**config.mk**
```make
export PLATFORM = sky130hd
export DESIGN_NAME = cpc_regs
export DESIGN_NICKNAME = d
export VERILOG_FILES = /design/src/cpc_pkg.sv /design/src/cpc_line_decode.sv /design/src/cpc_regs.sv
export SDC_FILE = /design/constraint.sdc
export NUM_CORES = 1
export LEC_CHECK = 0
export BUFFER_PORTS_ARGS = -buffer_cell sky130_fd_sc_hd__buf_2
export CAP_MARGIN = 25
export CORE_UTILIZATION = 53
export DETAILED_ROUTE_END_ITERATION = 7
export PLACE_DENSITY = 0.84
export SYNTH_ARGS = -nofsm -noshare
export SYNTH_HDL_FRONTEND = slang
export SYNTH_SLANG_ARGS = --single-unit
```
**constraint.sdc**
```tcl
create_clock -name aclk -period 5.47 [get_ports aclk]
set_clock_uncertainty 0.2 [all_clocks]
set_input_delay 0.2735 -clock aclk [delete_from_list [all_inputs] [get_ports aclk]]
set_output_delay 0.2735 -clock aclk [all_outputs]
set_load 0.005 [all_outputs]
```
**src/cpc_pkg.sv**
```systemverilog
// Package for the copper line control and gigabit capability register block.
// Assumes a single 250 MHz clock and an AXI4-Lite register slave.
package cpc_pkg;

  // ==========================================================================
  // Register map: 0xf and 0x10 are word indices, byte address is four times the index
  localparam int unsigned CPC_ADDR_W = 8;
  localparam logic [4:0] CPC_IDX_CAP = 5'h0f;
  localparam logic [4:0] CPC_IDX_CTL = 5'h10;
  localparam logic [4:0] CPC_IDX_STAT = 5'h11;
  localparam logic [4:0] CPC_IDX_MISC = 5'h12;
  localparam logic [CPC_ADDR_W-1:0] CPC_ADDR_CAP = {1'b0, CPC_IDX_CAP, 2'b00};
  localparam logic [CPC_ADDR_W-1:0] CPC_ADDR_CTL = {1'b0, CPC_IDX_CTL, 2'b00};
  localparam logic [CPC_ADDR_W-1:0] CPC_ADDR_STAT = {1'b0, CPC_IDX_STAT, 2'b00};
  localparam logic [CPC_ADDR_W-1:0] CPC_ADDR_MISC = {1'b0, CPC_IDX_MISC, 2'b00};

  // ==========================================================================
  // Gigabit capability word
  localparam logic [15:0] CPC_CAP_VALUE = 16'h3000;

  // ==========================================================================
  // Copper line control fields
  localparam int unsigned CPC_B_LP_DIS = 15;
  localparam int unsigned CPC_B_RSV_HI = 12;
  localparam int unsigned CPC_B_RSV_11 = 11;
  localparam int unsigned CPC_B_FORCE = 10;
  localparam int unsigned CPC_B_ED = 8;
  localparam int unsigned CPC_B_RSV_7 = 7;
  localparam int unsigned CPC_B_XO = 5;
  localparam int unsigned CPC_B_RSV_4 = 4;
  localparam int unsigned CPC_B_TX_DIS = 3;
  localparam int unsigned CPC_B_PD = 2;
  localparam int unsigned CPC_B_POL_DIS = 1;
  localparam int unsigned CPC_B_JAB_DIS = 0;
  localparam logic [15:0] CPC_CTL_RESET = 16'h3060;
  // Bits that a software reset returns to their hardware reset value
  localparam logic [15:0] CPC_CTL_SWRST_MASK = 16'hf000;
  // Writable bits (bit 7 reserved, not implemented)
  localparam logic [15:0] CPC_CTL_WMASK = 16'hff7f;

  // ==========================================================================
  // Own misc register: basic control bits
  localparam int unsigned CPC_M_SWRST = 0;
  localparam int unsigned CPC_M_RESTART = 1;
  localparam int unsigned CPC_M_PD = 2;

  // ==========================================================================
  // Status register bits
  localparam int unsigned CPC_S_LINK = 0;
  localparam int unsigned CPC_S_POL = 1;
  localparam int unsigned CPC_S_PAIR = 4;
  localparam int unsigned CPC_S_PD = 8;
  localparam int unsigned CPC_S_XO = 9;

  localparam logic [1:0] CPC_RESP_OKAY = 2'b00;
  localparam logic [1:0] CPC_RESP_SLVERR = 2'b10;

  typedef enum logic [1:0] {
    CPC_XO_STRAIGHT,
    CPC_XO_CROSSED,
    CPC_XO_RSVD,
    CPC_XO_AUTO
  } cpc_xo_type;

  typedef enum logic [1:0] {
    CPC_ED_OFF,
    CPC_ED_SENSE,
    CPC_ED_SENSE_PULSE
  } cpc_ed_type;

endpackage

```
**src/cpc_line_decode.sv**
```systemverilog
// Decodes the latched copper control word into line control levels.
// Assumes inputs from the register bank and link status from the PHY core.
`timescale 1ns/10ps
module cpc_line_decode (
  input wire logic [15:0] ctl,
  input wire logic [1:0] xo_active,
  input wire logic mode_gig,
  input wire logic mode_10_hdx,
  input wire logic link_fsm_up,
  input wire logic pol_raw,
  input wire logic powered_down,
  output logic link_pulse_en,
  output logic link_up,
  output cpc_pkg::cpc_ed_type ed_mode,
  output logic xo_auto,
  output logic xo_crossed,
  output logic tx_en,
  output logic pol_rev,
  output logic jabber_en
);
  import cpc_pkg::*;

  always_comb begin
    link_pulse_en = !ctl[CPC_B_LP_DIS] && !powered_down;
    link_up = (ctl[CPC_B_FORCE] && !mode_gig) || link_fsm_up;
    unique case (ctl[CPC_B_ED+1 -: 2])
      2'b10: ed_mode = CPC_ED_SENSE;
      2'b11: ed_mode = CPC_ED_SENSE_PULSE;
      default: ed_mode = CPC_ED_OFF;
    endcase
    xo_auto = (xo_active == 2'(CPC_XO_AUTO));
    xo_crossed = (xo_active == 2'(CPC_XO_CROSSED));
    tx_en = !ctl[CPC_B_TX_DIS] && !powered_down;
    // Correction off forces normal polarity whenever mode_gig is low
    pol_rev = pol_raw && !(ctl[CPC_B_POL_DIS] && !mode_gig);
    jabber_en = !ctl[CPC_B_JAB_DIS] && mode_10_hdx;
  end
endmodule

```
**src/cpc_regs.sv**
```systemverilog
// Gigabit capability and copper line control register bank, AXI4-Lite slave.
// Assumes one clock (aclk), synchronous active-low reset and PHY core status.
`timescale 1ns/10ps
// What this block does
// - Capability bits 15 and 14 always read 0: no 1000BASE-X ability.
// - Capability bits 13 and 12 always read 1: 1000BASE-T full and half.
// - Control bit 15 stops link pulses; both resets clear it.
// - Bit 10 forces link up, except in 1000BASE-T where it does nothing.
// - Field 9:8: 0x off, 10 sense only, 11 sense plus idle pulses.
// - Field 6:5: 00 straight, 01 crossed, 10 reserved, 11 automatic; resets to 3.
// - New crossover value takes effect only at a software reset.
// - Bit 3 disables the transmitter; software reset keeps it.
// - Powered down while either basic or copper power-down bit is set.
// - Leaving power down performs software reset and negotiation restart.
// - Bit 1 disables polarity correction, forcing normal polarity in 10BASE-T.
// - Polarity shows in status bit 1, per pair in gigabit mode.
// - Bit 0 disables jabber, which applies only in 10BASE-T half duplex.
module cpc_regs (
  input wire logic aclk,
  input wire logic aresetn,
  input wire logic [cpc_pkg::CPC_ADDR_W-1:0] s_axi_awaddr,
  input wire logic [2:0] s_axi_awprot,
  input wire logic s_axi_awvalid,
  output logic s_axi_awready,
  input wire logic [31:0] s_axi_wdata,
  input wire logic [3:0] s_axi_wstrb,
  input wire logic s_axi_wvalid,
  output logic s_axi_wready,
  output logic [1:0] s_axi_bresp,
  output logic s_axi_bvalid,
  input wire logic s_axi_bready,
  input wire logic [cpc_pkg::CPC_ADDR_W-1:0] s_axi_araddr,
  input wire logic [2:0] s_axi_arprot,
  input wire logic s_axi_arvalid,
  output logic s_axi_arready,
  output logic [31:0] s_axi_rdata,
  output logic [1:0] s_axi_rresp,
  output logic s_axi_rvalid,
  input wire logic s_axi_rready,
  input wire logic mode_gig,
  input wire logic mode_10_hdx,
  input wire logic link_fsm_up,
  input wire logic pol_raw,
  input wire logic [3:0] pair_pol,
  output logic link_pulse_en,
  output logic link_up,
  output cpc_pkg::cpc_ed_type ed_mode,
  output logic xo_auto,
  output logic xo_crossed,
  output logic tx_en,
  output logic pol_rev,
  output logic jabber_en,
  output logic power_down,
  output logic soft_reset_pulse,
  output logic an_restart_pulse
);
  import cpc_pkg::*;

  // ==========================================================================
  // State
  logic aw_hold_r, aw_hold_nxt;
  logic w_hold_r, w_hold_nxt;
  // Ready lines are registered inverses of the next hold state (arready of rvalid) so that every port leaves a flop
  logic awready_r, awready_nxt;
  logic wready_r, wready_nxt;
  logic arready_r, arready_nxt;
  logic [CPC_ADDR_W-1:0] awaddr_r, awaddr_nxt;
  logic [31:0] wdata_r, wdata_nxt;
  logic [3:0] wstrb_r, wstrb_nxt;
  logic bvalid_r, bvalid_nxt;
  logic [1:0] bresp_r, bresp_nxt;
  logic rvalid_r, rvalid_nxt;
  logic [1:0] rresp_r, rresp_nxt;
  logic [31:0] rdata_r, rdata_nxt;
  logic [15:0] ctl_r, ctl_nxt;
  logic [1:0] xo_active_r, xo_active_nxt;
  logic basic_pd_r, basic_pd_nxt;
  logic pd_r, pd_nxt;
  logic swrst_r, swrst_nxt;
  logic restart_r, restart_nxt;
  logic [15:0] status_r, status_nxt;
  logic link_pulse_en_r, link_up_r, xo_auto_r, xo_crossed_r, tx_en_r, pol_rev_r, jabber_en_r;
  cpc_ed_type ed_mode_r;

  logic link_pulse_en_c, link_up_c, xo_auto_c, xo_crossed_c, tx_en_c, pol_rev_c, jabber_en_c;
  cpc_ed_type ed_mode_c;
  logic wr_fire, rd_fire, pd_now, soft_rst_now;

  // Merge a 32-bit write with byte strobes onto a 16-bit register
  function automatic logic [15:0] cpc_merge(input logic [15:0] old, input logic [31:0] d,
                                            input logic [3:0] s);
    logic [15:0] r;
    r = old;
    if (s[0]) begin
      r[7:0] = d[7:0];
    end
    if (s[1]) begin
      r[15:8] = d[15:8];
    end
    return r;
  endfunction

  function automatic logic cpc_mapped(input logic [CPC_ADDR_W-1:0] a);
    return (a == CPC_ADDR_CAP) || (a == CPC_ADDR_CTL) || (a == CPC_ADDR_STAT) || (a == CPC_ADDR_MISC);
  endfunction

  cpc_line_decode i_cpc_line_decode (
    .ctl(ctl_r),
    .xo_active(xo_active_r),
    .mode_gig(mode_gig),
    .mode_10_hdx(mode_10_hdx),
    .link_fsm_up(link_fsm_up),
    .pol_raw(pol_raw),
    .powered_down(pd_r),
    .link_pulse_en(link_pulse_en_c),
    .link_up(link_up_c),
    .ed_mode(ed_mode_c),
    .xo_auto(xo_auto_c),
    .xo_crossed(xo_crossed_c),
    .tx_en(tx_en_c),
    .pol_rev(pol_rev_c),
    .jabber_en(jabber_en_c)
  );

  // ==========================================================================
  // Bus and register next state
  always_comb begin
    aw_hold_nxt = aw_hold_r;
    w_hold_nxt = w_hold_r;
    awaddr_nxt = awaddr_r;
    wdata_nxt = wdata_r;
    wstrb_nxt = wstrb_r;
    bvalid_nxt = bvalid_r;
    bresp_nxt = bresp_r;
    rvalid_nxt = rvalid_r;
    rresp_nxt = rresp_r;
    rdata_nxt = rdata_r;
    ctl_nxt = ctl_r;
    xo_active_nxt = xo_active_r;
    basic_pd_nxt = basic_pd_r;
    swrst_nxt = 1'b0;
    restart_nxt = 1'b0;

    // Address and data are taken independently, in either order
    if (s_axi_awvalid && !aw_hold_r) begin
      aw_hold_nxt = 1'b1;
      awaddr_nxt = s_axi_awaddr;
    end
    if (s_axi_wvalid && !w_hold_r) begin
      w_hold_nxt = 1'b1;
      wdata_nxt = s_axi_wdata;
      wstrb_nxt = s_axi_wstrb;
    end
    wr_fire = aw_hold_r && w_hold_r && !bvalid_r;
    soft_rst_now = 1'b0;
    if (wr_fire) begin
      aw_hold_nxt = 1'b0;
      w_hold_nxt = 1'b0;
      bvalid_nxt = 1'b1;
      bresp_nxt = cpc_mapped(awaddr_r) ? CPC_RESP_OKAY : CPC_RESP_SLVERR;
      if (awaddr_r == CPC_ADDR_CTL) begin
        // Reserved bits other than bit 7 are stored as written; software keeps them at reset value
        ctl_nxt = (cpc_merge(ctl_r, wdata_r, wstrb_r) & CPC_CTL_WMASK);
      end
      if (awaddr_r == CPC_ADDR_MISC) begin
        if (wstrb_r[0]) begin
          basic_pd_nxt = wdata_r[CPC_M_PD];
          soft_rst_now = wdata_r[CPC_M_SWRST];
          restart_nxt = wdata_r[CPC_M_RESTART];
        end
      end
      // Capability and status writes are ignored
    end
    if (bvalid_r && s_axi_bready) begin
      bvalid_nxt = 1'b0;
    end

    pd_now = ctl_nxt[CPC_B_PD] || basic_pd_nxt;
    pd_nxt = pd_now;
    // Power-up performs a software reset and negotiation restart
    if (pd_r && !pd_now) begin
      soft_rst_now = 1'b1;
      restart_nxt = 1'b1;
    end
    if (soft_rst_now) begin
      swrst_nxt = 1'b1;
      // Bits 15:12 (link pulse disable and upper reserved bits) return to reset values; others kept
      ctl_nxt = (ctl_nxt & ~CPC_CTL_SWRST_MASK) | (CPC_CTL_RESET & CPC_CTL_SWRST_MASK);
      xo_active_nxt = ctl_nxt[CPC_B_XO+1 -: 2];
    end

    rd_fire = s_axi_arvalid && !rvalid_r;
    if (rd_fire) begin
      rvalid_nxt = 1'b1;
      rresp_nxt = cpc_mapped(s_axi_araddr) ? CPC_RESP_OKAY : CPC_RESP_SLVERR;
      unique case (s_axi_araddr)
        CPC_ADDR_CAP: rdata_nxt = {16'h0000, CPC_CAP_VALUE};
        CPC_ADDR_CTL: rdata_nxt = {16'h0000, ctl_r};
        CPC_ADDR_STAT: rdata_nxt = {16'h0000, status_r};
        CPC_ADDR_MISC: rdata_nxt = {29'h0, basic_pd_r, 2'b00};
        default: rdata_nxt = 32'h0000_0000;
      endcase
    end else if (rvalid_r && s_axi_rready) begin
      rvalid_nxt = 1'b0;
    end
    // A channel is ready again only once its held item has been consumed
    awready_nxt = !aw_hold_nxt;
    wready_nxt = !w_hold_nxt;
    arready_nxt = !rvalid_nxt;

    // Polarity: single bit normally, per pair in gigabit mode
    status_nxt = 16'h0000;
    status_nxt[CPC_S_LINK] = link_up_r;
    status_nxt[CPC_S_POL] = mode_gig ? 1'b0 : pol_rev_r;
    status_nxt[CPC_S_PAIR +: 4] = mode_gig ? pair_pol : 4'h0;
    status_nxt[CPC_S_PD] = pd_r;
    status_nxt[CPC_S_XO +: 2] = xo_active_r;
  end

  always_ff @(posedge aclk) begin
    if (!aresetn) begin
      aw_hold_r <= 1'b0;
      awready_r <= 1'b1;
      wready_r <= 1'b1;
      arready_r <= 1'b1;
      w_hold_r <= 1'b0;
      awaddr_r <= '0;
      wdata_r <= 32'h0000_0000;
      wstrb_r <= 4'h0;
      bvalid_r <= 1'b0;
      bresp_r <= CPC_RESP_OKAY;
      rvalid_r <= 1'b0;
      rresp_r <= CPC_RESP_OKAY;
      rdata_r <= 32'h0000_0000;
      ctl_r <= CPC_CTL_RESET;
      xo_active_r <= CPC_CTL_RESET[CPC_B_XO+1 -: 2];
      basic_pd_r <= 1'b0;
      pd_r <= 1'b0;
      swrst_r <= 1'b0;
      restart_r <= 1'b0;
      status_r <= 16'h0000;
      link_pulse_en_r <= 1'b0;
      link_up_r <= 1'b0;
      ed_mode_r <= CPC_ED_OFF;
      xo_auto_r <= 1'b0;
      xo_crossed_r <= 1'b0;
      tx_en_r <= 1'b0;
      pol_rev_r <= 1'b0;
      jabber_en_r <= 1'b0;
    end else begin
      aw_hold_r <= aw_hold_nxt;
      awready_r <= awready_nxt;
      wready_r <= wready_nxt;
      arready_r <= arready_nxt;
      w_hold_r <= w_hold_nxt;
      awaddr_r <= awaddr_nxt;
      wdata_r <= wdata_nxt;
      wstrb_r <= wstrb_nxt;
      bvalid_r <= bvalid_nxt;
      bresp_r <= bresp_nxt;
      rvalid_r <= rvalid_nxt;
      rresp_r <= rresp_nxt;
      rdata_r <= rdata_nxt;
      ctl_r <= ctl_nxt;
      xo_active_r <= xo_active_nxt;
      basic_pd_r <= basic_pd_nxt;
      pd_r <= pd_nxt;
      swrst_r <= swrst_nxt;
      restart_r <= restart_nxt;
      status_r <= status_nxt;
      link_pulse_en_r <= link_pulse_en_c;
      link_up_r <= link_up_c;
      ed_mode_r <= ed_mode_c;
      xo_auto_r <= xo_auto_c;
      xo_crossed_r <= xo_crossed_c;
      tx_en_r <= tx_en_c;
      pol_rev_r <= pol_rev_c;
      jabber_en_r <= jabber_en_c;
    end
  end

  // ==========================================================================
  // Outputs
  assign s_axi_awready = awready_r;
  assign s_axi_wready = wready_r;
  assign s_axi_bvalid = bvalid_r;
  assign s_axi_bresp = bresp_r;
  assign s_axi_arready = arready_r;
  assign s_axi_rvalid = rvalid_r;
  assign s_axi_rresp = rresp_r;
  assign s_axi_rdata = rdata_r;
  assign link_pulse_en = link_pulse_en_r;
  assign link_up = link_up_r;
  assign ed_mode = ed_mode_r;
  assign xo_auto = xo_auto_r;
  assign xo_crossed = xo_crossed_r;
  assign tx_en = tx_en_r;
  assign pol_rev = pol_rev_r;
  assign jabber_en = jabber_en_r;
  assign power_down = pd_r;
  assign soft_reset_pulse = swrst_r;
  assign an_restart_pulse = restart_r;

endmodule

```
==> reports/results.tsv <==
stage	metric	value	unit
status	status	completed	
cells_and_area	Antenna Cells	0	
synthesis	Post-synth top flop	dfxtp_1	
grt	Remaining Overflow, GRT	0	
timing	Max Slew Vio Count	0	
timing	unrepaired setup endpoints after global routing	no	
worst_setup_path	critical path peak fanout	7	
clock_tree	CTS Buffer Depth	2	
cells_and_area	Area Growth Syn to Fin	26.6	%
routing	drt drc	0	
clock_tree	Clock Latency Late Sink	0.34	ns
clock_tree	H-tree levels	3	
cells_and_area	layout cells sized above 1	0.256	
cells_and_area	design area	0.00446	mm²
cells_and_area	most common cell after layout, fill and taps aside	dfxtp_1	
pwr	maximum VDD drop	0.000172	V
synthesis	Warnings, synthesis	0	
routing	via count	2784	
pwr	power per standard cell area	307	mW/mm²
placement	post-place setup slack	3.30	ns
synthesis	post-synthesis compound-gate area fraction	0.126	
timing	worst hold slack	0.00353	ns
min_path	Hold WC Path Type	input port to flop	
worst_setup_path	Crit path required time	5.51	ns
routing	Post-DRT Antenna Nets	0	
synthesis	XOR/XNOR share of the synthesized area	0	
synthesis	syn avg cell area	9.82	µm²
routing	drt total wl	7450	µm
die	core area	0.00639	mm²
placement	Placed Instance Area	0.00389	mm²
placement	Final GP Congestion	0.830	
worst_setup_path	worst-path cell chain	nor3b_4 -> nand4_2 -> or3_1 -> a21o_1 -> mux2_2	
synthesis	Seq/Total Area, Yosys	0.505	
grt	gr usage total	0.218	
placement	DP HPWL	4980	µm
worst_setup_path	WP buf/inv	0	
worst_setup_path	Worst EP arrival	2.28	ns
timing	final worst slack	3.23	ns
synthesis	multiplexer area fraction after synthesis	0.0951	
die	initial core utilization	0.552	
clock_tree	CTS Root Cell	clkbuf_8	
placement	DP Cell Count	499	
clock_tree	cts repair resizes	0	
synthesis	Synth top area share	0.505	
clock_tree	Num CTS Buffers	9	
routing	WL per Instance	13.6	µm
routing	routed vias/inst	5.10	
cells_and_area	final net count	537	
synthesis	synthesized cell area	0.00353	mm²
worst_setup_path	Critical Path Max Stage Delay	0.53	ns
grt	first-pass GRT wire length	12300	µm
timing	Slew HR	0.402	
die	die footprint	0.00698	mm²
synthesis	synth unique cells	40	
cells_and_area	fin cells	546	
grt	antenna violations before repair	0	
timing	min cycle time layout	2.24	ns
synthesis	simple-gate share of the synthesized area	0.207	
grt	largest net degree at the start of global routing	85	
synthesis	number of synthesized register bits	89	
routing	drt first pass iters	5	
timing	final count of negative-setup-slack endpoints	0	
timing	fmax	0.447	GHz
synthesis	ys async rst share	0	
synthesis	post-synthesis adder-cell area fraction	0	
worst_setup_path	cell with the largest stage delay on the worst path	or3_1	
cells_and_area	Fill cells	506	
synthesis	Post-synth EDFFs	0	
clock_tree	clock-pin slew on the worst setup and hold paths	0.09	ns
worst_setup_path	cell family with most CP delay	simple AND/OR/NAND/NOR gates	
synthesis	largest family of logic cells by synthesized area	simple AND/OR/NAND/NOR gates	
grt	GRT Max-Usage Layer	met2	
placement	I/O Buffers	82	
timing	setup TNS	0	ns
timing	Final period util	0.409	
synthesis	top cell type by total area after synthesis	dfxtp_1	
grt	M2 GR Usage	0.358	
synthesis	synthesized instance count	359	
synthesis	dominant cells by area after synthesis	dfxtp_1 51%, nor2b_1 6.9%, mux2i_1 5.7%	
die	width of the chip	83.6	µm
timing	slew at the pin closest to its max-slew limit	0.895	ns
cells_and_area	commonest non-fill, non-tap cells in the layout	89 x dfxtp_1, 82 x buf_2, 48 x nand2_1, 39 x nor2b_1, 30 x dlygate4sd3_1	
die	std cell rows	29	
pwr	leakage power total	0.00201	µW
grt	met1 Resource Use GR	0.282	
worst_setup_path	Crit Path Class	flop to flop	
timing	final hold vios	0	
routing	1st-iter DRT viols	171	
flow_run	MaxCap Viol Count	0	
die	Die H	83.6	µm
clock_tree	CTS tree	built	
worst_setup_path	startpoint type of the worst setup path	flop	
grt	vias in the first global route	2668	
worst_setup_path	CP Capture Type	flop	
clock_tree	TritonCTS Sinks	89	
die	Ports	126	
grt	met3 Track Usage GR	0.0326	
stage by stage:
step	total power [µW]	utilization
2_1_floorplan	765	-
4_1_cts	1380	0.698
3_3_place_gp	790	0.609
6_report	1370	0.699
5_1_grt	1430	0.699
3_5_place_dp	794	0.609
flip-flops by register name, indices dropped and copies added, names as in the netlist, 2 cells and up:
register and flops:
ctl_r 15, status_r 9, wdata_r 15, s_axi_rdata 16
xo_active_r 2, awaddr_r 8, wstrb_r 2, ed_mode 2
cells by family after synthesis:
logic type,after synthesis
compound gates,62
buf+inv,42
flops,89
mux,32
other cells,1
simple gates,133
cells in the mapped netlist (all sizes together), types with 3 or more instances:
| cell type | number |
|---|---|
| a21boi | 19 |
| a21o | 3 |
| a21oi | 10 |
| a22oi | 12 |
| and2 | 5 |
| and3 | 9 |
| buf | 20 |
| clkbuf | 17 |
| dfxtp | 89 |
| inv | 5 |
| mux2 | 12 |
| mux2i | 20 |
| nand2 | 48 |
| nand2b | 8 |
| nand3 | 3 |
| nor2 | 7 |
| nor2b | 39 |
| nor3 | 5 |
| o21ai | 8 |
report_power, final:
| part | total, µW | switching, µW | internal [µW] | leakage (µW) |
|---|---|---|---|---|
| Clock | 575 | 225 | 350 | 0.000130 |
| Sequential | 684 | 14.7 | 670 | 0.000727 |
| Combinational | 112 | 53.7 | 58.7 | 0.00115 |
| Total | 1370 | 293 | 1080 | 0.00201 |
worst register-to-register path: cells and delay by family (launching register included):
family | cells | cell delay (ns)
AND/OR/NAND/NOR | 3 | 1.04
flip-flops | 1 | 0.38
AO/OA/AOI/OAI | 1 | 0.26
multiplexers | 1 | 0.26
layer usage:
metal / up-vias / part of all wire / wire length (µm)
li1: 1392 / - / -
met1: 1284 / 0.46 / 3430
met2: 96 / 0.47 / 3500
met3: 12 / 0.050 / 372
met4: 0 / 0.019 / 142
met5: - / 0 / 0
timing repair:
action | CTS | global route
endpoints found under the setup margin | 0 | 0
buffers inserted | 0 | 0
endpoints found under the hold margin | 30 | 0
hold buffers | 30 | 0
area by class of cell:
cell class / count / area (µm²) / share of cell area
clock inverter: 7 / 141 / 0.0317
multi-input combinational: 245 / 1580 / 0.353
timing repair buffer: 114 / 726 / 0.163
clock buffer: 9 / 124 / 0.0277
inverter: 5 / 18.8 / 0.00420
sequential: 89 / 1780 / 0.399
tap: 77 / 96.3 / 0.0216
worst paths after layout:
kind,startpoint,endpoint,slack (ns),depth (start not counted)
min,s_axi_awaddr[3],awaddr_r[3]$_SDFFE_PN0P_,0.004,3
min reg2reg,xo_active_r[1]$_SDFFE_PN1P_,xo_crossed$_SDFF_PN0_,0.25,1
max reg2reg,awaddr_r[6]$_SDFFE_PN0P_,xo_active_r[0]$_SDFFE_PN1P_,3.23,5
max,awaddr_r[6]$_SDFFE_PN0P_,xo_active_r[0]$_SDFFE_PN1P_,3.23,5
Note: power is estimated with default switching activity, not from simulation.
